## config.mk

```make
export PLATFORM = sky130hd
export DESIGN_NAME = pmr_register_bank
export DESIGN_NICKNAME = d
export VERILOG_FILES = /design/src/rtl/pmr_pkg.sv /design/src/rtl/pmr_register_bank.sv
export SDC_FILE = /design/constraint.sdc
export NUM_CORES = 1
export LEC_CHECK = 0
export ABC_AREA = 1
export BUFFER_PORTS_ARGS = -buffer_cell sky130_fd_sc_hd__buf_2
export CAP_MARGIN = 20
export CORE_AREA = 2 2 195 197
export CTS_CLUSTER_DIAMETER = 30
export CTS_CLUSTER_SIZE = 24
export DETAILED_ROUTE_END_ITERATION = 12
export DIE_AREA = 0 0 197 199
export PLACE_DENSITY = 0.68
export SLEW_MARGIN = 20
export SYNTH_ARGS = -nofsm -noshare
export SYNTH_HDL_FRONTEND = slang
export SYNTH_SLANG_ARGS = --single-unit
export TNS_END_PERCENT = 5
```

## constraint.sdc

```tcl
create_clock -name clock -period 4.76 [get_ports clock]
set_input_delay 0.476 -clock clock [delete_from_list [all_inputs] [get_ports clock]]
set_output_delay 0.476 -clock clock [all_outputs]
set_load 0.005 [all_outputs]
```

## src/rtl/pmr_pkg.sv

```systemverilog
/*
  Shared constants of the power-rail register bank: register offsets,
  writable-bit layouts, reset values and serial link framing figures.
  Assumes nothing of its surroundings; imported whole by the bank.
*/
`default_nettype none

package pmr_pkg;

  // ----------------------------------------
  // Register offsets
  // ----------------------------------------
  localparam logic [7:0] REG_PRODUCT_CODE = 8'h00;
  localparam logic [7:0] REG_SILICON_REVISION = 8'h01;
  localparam logic [7:0] REG_BUCK_VOLTAGE = 8'h02;
  localparam logic [7:0] REG_BOOST_VOLTAGE = 8'h03;
  localparam logic [7:0] REG_LDO_ONE_VOLTAGE = 8'h04;
  localparam logic [7:0] REG_LDO_TWO_VOLTAGE = 8'h05;
  localparam logic [7:0] REG_LDO_THREE_VOLTAGE = 8'h06;
  localparam logic [7:0] REG_LDO_FOUR_VOLTAGE = 8'h07;
  localparam logic [7:0] REG_CURRENT_LIMIT = 8'h08;
  localparam logic [7:0] REG_RAIL_ENABLE = 8'h09;
  localparam logic [7:0] REG_BOOST_ENABLE_SET = 8'h0a;
  localparam logic [7:0] REG_BUCK_SLOT = 8'h0b;
  localparam logic [7:0] REG_LDO_ONE_TWO_SLOT = 8'h0c;
  localparam logic [7:0] REG_LDO_THREE_FOUR_SLOT = 8'h0d;
  localparam logic [7:0] REG_SEQUENCER_CONTROL = 8'h0e;
  localparam logic [7:0] REG_DISCHARGE_AND_LOAD = 8'h0f;
  localparam logic [7:0] REG_RESET_AND_POLICY = 8'h10;
  localparam logic [7:0] REG_LDO_LIMIT_EVENTS = 8'h11;
  localparam logic [7:0] REG_CONVERTER_EVENTS = 8'h12;
  localparam logic [7:0] REG_SUPPLY_EVENTS = 8'h13;
  localparam logic [7:0] REG_LDO_LIMIT_STATE = 8'h14;
  localparam logic [7:0] REG_CONVERTER_STATE = 8'h15;
  localparam logic [7:0] REG_SUPPLY_STATE = 8'h16;
  localparam logic [7:0] REG_LDO_LIMIT_MASK = 8'h17;
  localparam logic [7:0] REG_CONVERTER_MASK = 8'h18;
  localparam logic [7:0] REG_SUPPLY_MASK = 8'h19;
  localparam logic [7:0] REG_SUSPEND_STATE = 8'h1a;
  localparam logic [7:0] REG_LAST = 8'h1a;
  localparam logic [7:0] REG_POINTER_MAX = 8'hff;

  // ----------------------------------------
  // Writable bits and fixed read values
  // ----------------------------------------
  localparam logic [7:0] WMASK_FULL = 8'hff;
  localparam logic [7:0] WMASK_CURRENT_LIMIT = 8'h55;
  localparam logic [7:0] WMASK_RAIL_ENABLE = 8'hdf;
  localparam logic [7:0] WMASK_BUCK_SLOT = 8'h07;
  localparam logic [7:0] WMASK_PAIR_SLOT = 8'h3f;
  localparam logic [7:0] WMASK_RESET_AND_POLICY = 8'h79;
  localparam logic [7:0] WMASK_NONE = 8'h00;
  localparam logic [7:0] READ_ONE_RESET_AND_POLICY = 8'h02;
  localparam logic [7:0] FILL_BYTE = 8'h00;

  // ----------------------------------------
  // Reset values
  // ----------------------------------------
  localparam logic [7:0] RESET_CURRENT_LIMIT = 8'h55;
  localparam logic [7:0] RESET_OTHER = 8'h00;

  // ----------------------------------------
  // Link framing and array sizes
  // ----------------------------------------
  localparam logic [6:0] SLAVE_ADDRESS = 7'h35;
  localparam logic [3:0] BITS_PER_BYTE = 4'h8;
  localparam logic [3:0] LAST_BIT = 4'h7;
  localparam int EVENT_REGS = 3;
  localparam int REG_COUNT = 27;

endpackage

`default_nettype wire

```

## src/rtl/pmr_register_bank.sv

```systemverilog
/*
  Register bank of a multi-rail power controller, reached over a two-wire
  serial link as a slave, with latched fault events and an interrupt pin.
  Assumes SCL and SDA arrive asynchronously and are well below a quarter of
  the 100 MHz clock; the pad logic resolves SDA from sda_oe_n.
*/
// How it works
// - A high SDA rising while SCL stays high ends the transaction.
// - Repeated start restarts address reception but keeps the register pointer.
// - Burst reads continue to the next register after each acknowledged byte.
// - Offsets zero and one are read-only product and silicon revision codes.
// - Buck target code is the full eight-bit field.
// - Bit seven of each LDO register is that LDO's bypass control.
// - Current limit selects sit at bits six, four, two, zero; odd bits zero.
// - Enable register: boost mode, buck mode, buck enable, four LDO enables.
// - Boost enable register holds eight independent boost enable bits.
// - Sequencer register holds pace, trigger, active flag and step count.
// - Discharge register holds load bits and per-rail discharge bits.
// - Reset register holds the soft reset field and retry policy bit zero.
// - Event registers latch fault rises; state registers show live conditions.
// - Each mask bit stops its matching event from reaching the interrupt pin.
// - Suspend register shows chip, boost, buck and LDO flags; bit seven zero.
// - SDA falling while SCL stays high starts a transaction.
// - The slave answers address 0110101; eighth bit one means read.
// - Interrupt pin goes low on an unmasked event, high once all are cleared.
// - Retry policy resets to zero, the four-restart limit.
`timescale 1ns/1ns
`default_nettype none

module pmr_register_bank
  import pmr_pkg::*;
#(
  parameter logic [6:0] DEVICE_ADDRESS = SLAVE_ADDRESS,
  // Arbitrary value.
  parameter logic [7:0] PRODUCT_CODE = 8'h5a,
  // Arbitrary value.
  parameter logic [7:0] REVISION_CODE = 8'ha5
) (
  input wire logic clock,
  input wire logic rst_n,
  input wire logic scl_in,
  input wire logic sda_in,
  output logic sda_out,
  output logic sda_oe_n,
  output logic irq_n_pin,
  input wire logic [7:0] ldo_limit_cond,
  input wire logic [7:0] converter_limit_cond,
  input wire logic [7:0] supply_thermal_cond,
  input wire logic [6:0] suspend_cond,
  output logic [7:0] buck_voltage,
  output logic [7:0] boost_voltage,
  output logic [7:0] ldo_one_voltage,
  output logic [7:0] ldo_two_voltage,
  output logic [7:0] ldo_three_voltage,
  output logic [7:0] ldo_four_voltage,
  output logic [7:0] current_limit_select,
  output logic [7:0] rail_enable,
  output logic [7:0] boost_enable_set,
  output logic [7:0] buck_sequence_slot,
  output logic [7:0] ldo_one_two_sequence_slot,
  output logic [7:0] ldo_three_four_sequence_slot,
  output logic [7:0] sequencer_control,
  output logic [7:0] discharge_and_load,
  output logic [7:0] reset_and_fault_policy
);

  // ----------------------------------------
  // Types and functions
  // ----------------------------------------
  typedef enum logic [8:0] {
    ST_IDLE      = 9'b0_0000_0001,
    ST_ADDR      = 9'b0_0000_0010,
    ST_ADDR_ACK  = 9'b0_0000_0100,
    ST_PTR       = 9'b0_0000_1000,
    ST_PTR_ACK   = 9'b0_0001_0000,
    ST_WDATA     = 9'b0_0010_0000,
    ST_WDATA_ACK = 9'b0_0100_0000,
    ST_RDATA     = 9'b0_1000_0000,
    ST_RDATA_ACK = 9'b1_0000_0000
  } pmr_state_e;

  // Writable bits per offset; read-only and absent offsets get none.
  function automatic logic [7:0] write_mask(input logic [7:0] a);
    case (a)
      REG_BUCK_VOLTAGE: write_mask = WMASK_FULL;
      REG_BOOST_VOLTAGE: write_mask = WMASK_FULL;
      REG_LDO_ONE_VOLTAGE, REG_LDO_TWO_VOLTAGE,
      REG_LDO_THREE_VOLTAGE, REG_LDO_FOUR_VOLTAGE: write_mask = WMASK_FULL;
      REG_CURRENT_LIMIT: write_mask = WMASK_CURRENT_LIMIT;
      REG_RAIL_ENABLE: write_mask = WMASK_RAIL_ENABLE;
      REG_BOOST_ENABLE_SET: write_mask = WMASK_FULL;
      REG_BUCK_SLOT: write_mask = WMASK_BUCK_SLOT;
      REG_LDO_ONE_TWO_SLOT, REG_LDO_THREE_FOUR_SLOT: write_mask = WMASK_PAIR_SLOT;
      REG_SEQUENCER_CONTROL: write_mask = WMASK_FULL;
      REG_DISCHARGE_AND_LOAD: write_mask = WMASK_FULL;
      REG_RESET_AND_POLICY: write_mask = WMASK_RESET_AND_POLICY;
      REG_LDO_LIMIT_MASK, REG_CONVERTER_MASK, REG_SUPPLY_MASK: write_mask = WMASK_FULL;
      default: write_mask = WMASK_NONE;
    endcase
  endfunction

  // ----------------------------------------
  // Pin synchronisers and edge detection
  // ----------------------------------------
  logic scl_s1, scl_s2, scl_q;
  logic sda_s1, sda_s2, sda_q;
  logic scl_rise, scl_fall, start_det, stop_det;

  always_ff @(posedge clock) begin
    if (!rst_n) begin
      scl_s1 <= 1'b1;
      scl_s2 <= 1'b1;
      scl_q <= 1'b1;
      sda_s1 <= 1'b1;
      sda_s2 <= 1'b1;
      sda_q <= 1'b1;
    end else begin
      scl_s1 <= scl_in;
      scl_s2 <= scl_s1;
      scl_q <= scl_s2;
      sda_s1 <= sda_in;
      sda_s2 <= sda_s1;
      sda_q <= sda_s2;
    end
  end

  assign scl_rise = scl_s2 & ~scl_q;
  assign scl_fall = ~scl_s2 & scl_q;
  assign start_det = scl_s2 & scl_q & sda_q & ~sda_s2;
  assign stop_det = scl_s2 & scl_q & ~sda_q & sda_s2;

  // Fault condition synchronisers; the third stage only feeds edge detection.
  logic [7:0] cond_s1 [EVENT_REGS];
  logic [7:0] cond_s2 [EVENT_REGS];
  logic [7:0] cond_q [EVENT_REGS];
  logic [6:0] susp_s1, susp_s2;

  always_ff @(posedge clock) begin
    if (!rst_n) begin
      for (int i = 0; i < EVENT_REGS; i++) begin
        cond_s1[i] <= 8'h00;
        cond_s2[i] <= 8'h00;
        cond_q[i] <= 8'h00;
      end
      susp_s1 <= 7'h00;
      susp_s2 <= 7'h00;
    end else begin
      cond_s1[0] <= ldo_limit_cond;
      cond_s1[1] <= converter_limit_cond;
      cond_s1[2] <= supply_thermal_cond;
      for (int i = 0; i < EVENT_REGS; i++) begin
        cond_s2[i] <= cond_s1[i];
        cond_q[i] <= cond_s2[i];
      end
      susp_s1 <= suspend_cond;
      susp_s2 <= susp_s1;
    end
  end

  // ----------------------------------------
  // Link state machine
  // ----------------------------------------
  pmr_state_e state;
  logic [3:0] bit_cnt;
  logic [7:0] shift_in;
  logic [7:0] shift_out;
  logic [7:0] pointer;
  logic read_dir;
  logic host_acked;
  logic [7:0] next_pointer;
  logic load_now;
  logic [7:0] load_addr;
  logic [7:0] load_byte;
  logic byte_done;
  logic write_now;
  logic [7:0] regs [REG_COUNT];
  logic [7:0] event_flag [EVENT_REGS];
  logic [7:0] event_mask [EVENT_REGS];

  // Saturating so that a long burst parks beyond the map instead of wrapping.
  assign next_pointer = (pointer == REG_POINTER_MAX) ? pointer : pointer + 8'h01;
  assign byte_done = scl_fall && (bit_cnt == BITS_PER_BYTE);
  assign write_now = (state == ST_WDATA) && byte_done;
  assign load_now = scl_fall && (((state == ST_ADDR_ACK) && read_dir) ||
                                 ((state == ST_RDATA_ACK) && host_acked));
  assign load_addr = (state == ST_ADDR_ACK) ? pointer : next_pointer;

  for (genvar g = 0; g < EVENT_REGS; g++) begin : g_mask
    assign event_mask[g] = regs[int'(REG_LDO_LIMIT_MASK) + g];
  end

  always_comb begin
    case (load_addr)
      REG_PRODUCT_CODE: load_byte = PRODUCT_CODE;
      REG_SILICON_REVISION: load_byte = REVISION_CODE;
      REG_LDO_LIMIT_EVENTS: load_byte = event_flag[0];
      REG_CONVERTER_EVENTS: load_byte = event_flag[1];
      REG_SUPPLY_EVENTS: load_byte = event_flag[2];
      REG_LDO_LIMIT_STATE: load_byte = cond_s2[0];
      REG_CONVERTER_STATE: load_byte = cond_s2[1];
      REG_SUPPLY_STATE: load_byte = cond_s2[2];
      REG_SUSPEND_STATE: load_byte = {1'b0, susp_s2};
      REG_RESET_AND_POLICY: load_byte = regs[REG_RESET_AND_POLICY[4:0]] | READ_ONE_RESET_AND_POLICY;
      default: begin
        if (load_addr > REG_LAST) begin
          load_byte = FILL_BYTE;
        end else begin
          load_byte = regs[load_addr[4:0]] & write_mask(load_addr);
        end
      end
    endcase
  end

  always_ff @(posedge clock) begin
    if (!rst_n) begin
      state <= ST_IDLE;
      bit_cnt <= 4'h0;
      shift_in <= 8'h00;
      shift_out <= 8'h00;
      pointer <= 8'h00;
      read_dir <= 1'b0;
      host_acked <= 1'b0;
      sda_oe_n <= 1'b1;
    end else if (start_det) begin
      // Pointer is kept across a repeated start so a read follows the address write.
      state <= ST_ADDR;
      bit_cnt <= 4'h0;
      sda_oe_n <= 1'b1;
    end else if (stop_det) begin
      state <= ST_IDLE;
      sda_oe_n <= 1'b1;
    end else begin
      if (scl_rise && (state == ST_ADDR || state == ST_PTR || state == ST_WDATA)) begin
        shift_in <= {shift_in[6:0], sda_s2};
        bit_cnt <= bit_cnt + 4'h1;
      end
      case (state)
        ST_IDLE: begin
          sda_oe_n <= 1'b1;
        end
        ST_ADDR: begin
          if (byte_done) begin
            bit_cnt <= 4'h0;
            if (shift_in[7:1] == DEVICE_ADDRESS) begin
              read_dir <= shift_in[0];
              sda_oe_n <= 1'b0;
              state <= ST_ADDR_ACK;
            end else begin
              state <= ST_IDLE;
            end
          end
        end
        ST_ADDR_ACK: begin
          if (scl_fall) begin
            if (read_dir) begin
              shift_out <= load_byte;
              sda_oe_n <= load_byte[7];
              state <= ST_RDATA;
            end else begin
              sda_oe_n <= 1'b1;
              state <= ST_PTR;
            end
          end
        end
        ST_PTR: begin
          if (byte_done) begin
            pointer <= shift_in;
            bit_cnt <= 4'h0;
            sda_oe_n <= 1'b0;
            state <= ST_PTR_ACK;
          end
        end
        ST_PTR_ACK, ST_WDATA_ACK: begin
          if (scl_fall) begin
            sda_oe_n <= 1'b1;
            state <= ST_WDATA;
          end
        end
        ST_WDATA: begin
          if (byte_done) begin
            // Read-only targets still get acknowledged so the host sees no error.
            pointer <= next_pointer;
            bit_cnt <= 4'h0;
            sda_oe_n <= 1'b0;
            state <= ST_WDATA_ACK;
          end
        end
        ST_RDATA: begin
          if (scl_fall) begin
            if (bit_cnt == LAST_BIT) begin
              bit_cnt <= 4'h0;
              sda_oe_n <= 1'b1;
              state <= ST_RDATA_ACK;
            end else begin
              bit_cnt <= bit_cnt + 4'h1;
              shift_out <= {shift_out[6:0], 1'b0};
              sda_oe_n <= shift_out[6];
            end
          end
        end
        ST_RDATA_ACK: begin
          if (scl_rise) begin
            host_acked <= ~sda_s2;
          end
          if (scl_fall) begin
            if (host_acked) begin
              pointer <= next_pointer;
              shift_out <= load_byte;
              sda_oe_n <= load_byte[7];
              state <= ST_RDATA;
            end else begin
              state <= ST_IDLE;
            end
          end
        end
        default: begin
          state <= ST_IDLE;
          sda_oe_n <= 1'b1;
        end
      endcase
    end
  end

  // Open drain: only the enable toggles.
  always_ff @(posedge clock) begin
    sda_out <= 1'b0;
  end

  // ----------------------------------------
  // Control registers
  // ----------------------------------------
  always_ff @(posedge clock) begin
    if (!rst_n) begin
      for (int i = 0; i < REG_COUNT; i++) begin
        regs[i] <= RESET_OTHER;
      end
      regs[REG_CURRENT_LIMIT[4:0]] <= RESET_CURRENT_LIMIT;
    end else if (write_now && (pointer <= REG_LAST)) begin
      regs[pointer[4:0]] <= shift_in & write_mask(pointer);
    end
  end

  assign buck_voltage = regs[REG_BUCK_VOLTAGE[4:0]];
  assign boost_voltage = regs[REG_BOOST_VOLTAGE[4:0]];
  assign ldo_one_voltage = regs[REG_LDO_ONE_VOLTAGE[4:0]];
  assign ldo_two_voltage = regs[REG_LDO_TWO_VOLTAGE[4:0]];
  assign ldo_three_voltage = regs[REG_LDO_THREE_VOLTAGE[4:0]];
  assign ldo_four_voltage = regs[REG_LDO_FOUR_VOLTAGE[4:0]];
  assign current_limit_select = regs[REG_CURRENT_LIMIT[4:0]];
  assign rail_enable = regs[REG_RAIL_ENABLE[4:0]];
  assign boost_enable_set = regs[REG_BOOST_ENABLE_SET[4:0]];
  assign buck_sequence_slot = regs[REG_BUCK_SLOT[4:0]];
  assign ldo_one_two_sequence_slot = regs[REG_LDO_ONE_TWO_SLOT[4:0]];
  assign ldo_three_four_sequence_slot = regs[REG_LDO_THREE_FOUR_SLOT[4:0]];
  assign sequencer_control = regs[REG_SEQUENCER_CONTROL[4:0]];
  assign discharge_and_load = regs[REG_DISCHARGE_AND_LOAD[4:0]];
  assign reset_and_fault_policy = regs[REG_RESET_AND_POLICY[4:0]];

  // ----------------------------------------
  // Event latches and interrupt pin
  // ----------------------------------------
  for (genvar g = 0; g < EVENT_REGS; g++) begin : g_event
    logic clear_now;
    logic [7:0] rise;
    assign clear_now = load_now && (load_addr == REG_LDO_LIMIT_EVENTS + 8'(g));
    assign rise = cond_s2[g] & ~cond_q[g];
    // A rise in the clearing cycle survives the clear.
    always_ff @(posedge clock) begin
      if (!rst_n) begin
        event_flag[g] <= 8'h00;
      end else begin
        event_flag[g] <= (clear_now ? 8'h00 : event_flag[g]) | rise;
      end
    end
  end

  always_ff @(posedge clock) begin
    if (!rst_n) begin
      irq_n_pin <= 1'b1;
    end else begin
      irq_n_pin <= ~|((event_flag[0] & ~event_mask[0]) |
                      (event_flag[1] & ~event_mask[1]) |
                      (event_flag[2] & ~event_mask[2]));
    end
  end

endmodule

`default_nettype wire

```

==> reports/metrics.csv <==
metric;value;unit
netlist_top_cells_count;610 x nand2_1, 346 x nor2_1, 236 x edfxtp_1;
cts_made_buffers;73;
final_nets;2417;
antenna_found_initial;0;
worstPathCellList;ha_1 > inv_2 > nor2_4 > nand2_2 > nand2_1 > nand3_1 > nand2_2 > ha_1 > inv_1 > nor2_1 > nand3_2 > inv_2 > nor2_1 > nand2_1 > nor2_2 > nand4_1 > nand2_1 > nand2_1 > nand2_1 > nand2_1 > nand2_1;
gp_congestion;0.960;
cts_max_path_buffers;3;
power.total;11.0;mW
status;complete, no violations;
ios;158;
report.final.slew_viol_count;0;
crit_path_start_kind;register;
fin_crit_sh;74.3;%
ff2ff_setup_slack;1.22;ns
worst_r2r_startpoint;pointer[0]$_SDFFE_PN0N_;
synth_area;18300;um2
via_per_inst;5.48;
synth_top_area_share;38.8;%
root_buffer;clkbuf_16;
synth.distinct_cells;55;
grt-ovfl-total;0;
maxCapViolCount;0;
cts_resized;0;
synth_largest_area_cell;edfxtp_1;
r2r_cells;21;
firstDrtPassIters;9;
ctsHtreeMaxLevel;3;
core;37100;um2
setup_tns;0;ns
rsz0062_at_grt;no;
drc;0;
dp_hpwl;38500;um
synth_flop_cell;edfxtp_1;
netlist_instances;2172;
drtIter0Drc;2067;
cpMaxStageDelayCell;dfxtp_1;
cts_hold_buf;0;
crit_arrival;4.07;ns
die_y;199;um
tritoncts;built;
clock_skew;0.0258;ns
grt.total_usage;28.1;%
row_count;71;
slowest_delay;0.39;ns
worstPathRequired;5.29;ns
tightest_slew;1.03;ns
clkTransAtPathRegs;0.05;ns
crit_type;reg2reg;
yosys_warnings;0;
yosysMostFrequentCell;nand2_1;
synth_edf_count;236;
hold_path.class;in2reg;
drive_above_1_share;15.8;%
area_growth;20.0;%
grt_pass1_wl;84100;um
ir_drop;306;uV
post-route-min-period;3.54;ns
die-area;39200;um2
cp_common_cell;nand2_1;
grt_pass1_vias;15029;
synth-seq-cells;400;
finalSetupViolCount;0;
post-cts-setup-buffers;0;
ys_top_cells_by_area;edfxtp_1 39%, dfxtp_1 18%, nand2_1 13%;
p_per_area;503;nW/um2
crit_path_max_fanout;24;
leakage;9.71;nW
die_w;197;um
diodes;0;
io_buffers;156;
drt_wl_total;55400;um
start_util;49.2;%
ant_nets;0;
grt_max_degree;90;
avgSynthCellArea;8.41;um2
hold_start;supply_thermal_cond[1];
post_drt_wl_per_cell;19.1;um
ys_async_sr_fraction;0;%
vias;15900;
max_freq;283;MHz
critPathCaptureType;register;
hold_viol;0;
clock_latency;0.60;ns
relSlewSlack;31.1;%
min_path_cells;3;
fillers;3233;
seq_area_frac_synth;56.8;%
r2r_end;sda_oe_n$_SDFFE_PP1P_;
cts.sinks;400;
holdPathEnd;cond_s1[0][17]$_SDFF_PN0_;
final cells by class:
type | instances | area [um2] | area share, %
Clock inverter | 51 | 487 | 2.22
Timing Repair Buffer | 178 | 948 | 4.33
Sequential cell | 400 | 10400 | 47.3
Clock buffer | 84 | 1930 | 8.81
Multi-Input combinational cell | 1476 | 6690 | 30.5
Tap cell | 474 | 593 | 2.71
Inverter | 239 | 897 | 4.09
registers in the layout, summed over array words and instances (netlist names), 7 cells and up, named ones only:
signal      flops
susp_s2         7
cond_q         24
event_flag     24
cond_s2        24
shift_out       7
susp_s1         7
state           9
cond_s1        24
pointer         8
regs          236
shift_in        8
worst max path at each step:
stage	start	endpoint	slack [ns]
2_1_floorplan	pointer[0]$_SDFFE_PN0N_	sda_oe_n$_SDFFE_PP1P_	1.91
3_3_place_gp	pointer[0]$_SDFFE_PN0N_	sda_oe_n$_SDFFE_PP1P_	1.38
3_5_place_dp	pointer[0]$_SDFFE_PN0N_	sda_oe_n$_SDFFE_PP1P_	1.32
4_1_cts	pointer[0]$_SDFFE_PN0N_	sda_oe_n$_SDFFE_PP1P_	1.33
5_1_grt	pointer[0]$_SDFFE_PN0N_	sda_oe_n$_SDFFE_PP1P_	0.97
6_report	pointer[0]$_SDFFE_PN0N_	sda_oe_n$_SDFFE_PP1P_	1.22
cell usage in the layout (no fill, tap or decap), types with 19 or more instances in the layout:
cell and count:
inv_1 224, clkbuf_16 74, buf_2 155, nand3_1 159, nor2_2 19, conb_1 29, o21ai_0 95, edfxtp_1 236
o21ai_1 20, buf_4 23, a21oi_1 52, dfxtp_1 164, nor2_1 346, nand2_1 607
power by group:
part           internal (mW)  leakage [nW]  total [mW]  switching, mW
combinational          0.583          4.82        2.05           1.47
clock                   3.14          1.17        5.02           1.88
sequential              3.83          3.72        3.96          0.126
kinds of logic after synthesis:
| kind of cell | share of synthesized area [%] |
|---|---|
| and+or+nand+nor | 27.9 |
| adders and majority gates | 0.960 |
| xor gates and xnor gates | 0.0480 |
| AOI/OAI and AO/OA | 6.97 |
| DFF | 56.8 |
| buffers and inverters | 7.33 |
| other | 0.0205 |
critical path: cells and delay by family (launching register included):
family                   cells  cell delay (ns)
AND/OR/NAND/NOR             16             2.03
flip-flops                   1             0.39
buffers and inverters        3             0.40
adder cells (fa/ha/maj)      2             0.66
stage by stage:
stage | setup slack, ns | util (%) | cell area [um2] | hold WS [ns] | std cells
5_1_grt | 0.970 | 59.0 | 21900 | 0.0686 | 2902
2_1_floorplan | 1.91 | - | 18400 | 0.390 | 2200
4_1_cts | 1.33 | 59.0 | 21900 | 0.0423 | 2902
3_3_place_gp | 1.38 | 52.5 | 19500 | 0.396 | 2767
3_5_place_dp | 1.32 | 52.5 | 19500 | 0.398 | 2767
6_report | 1.22 | 59.0 | 21900 | 0.0686 | 2902
layer usage:
metal,vias up,wire [um],global-route usage [%]
li1,7397,-,-
met1,7454,22200,37.8
met2,882,25600,45.1
met3,167,5550,4.85
met4,0,2040,11.9
met5,-,0,0
Power figures use the tool's default switching activity.
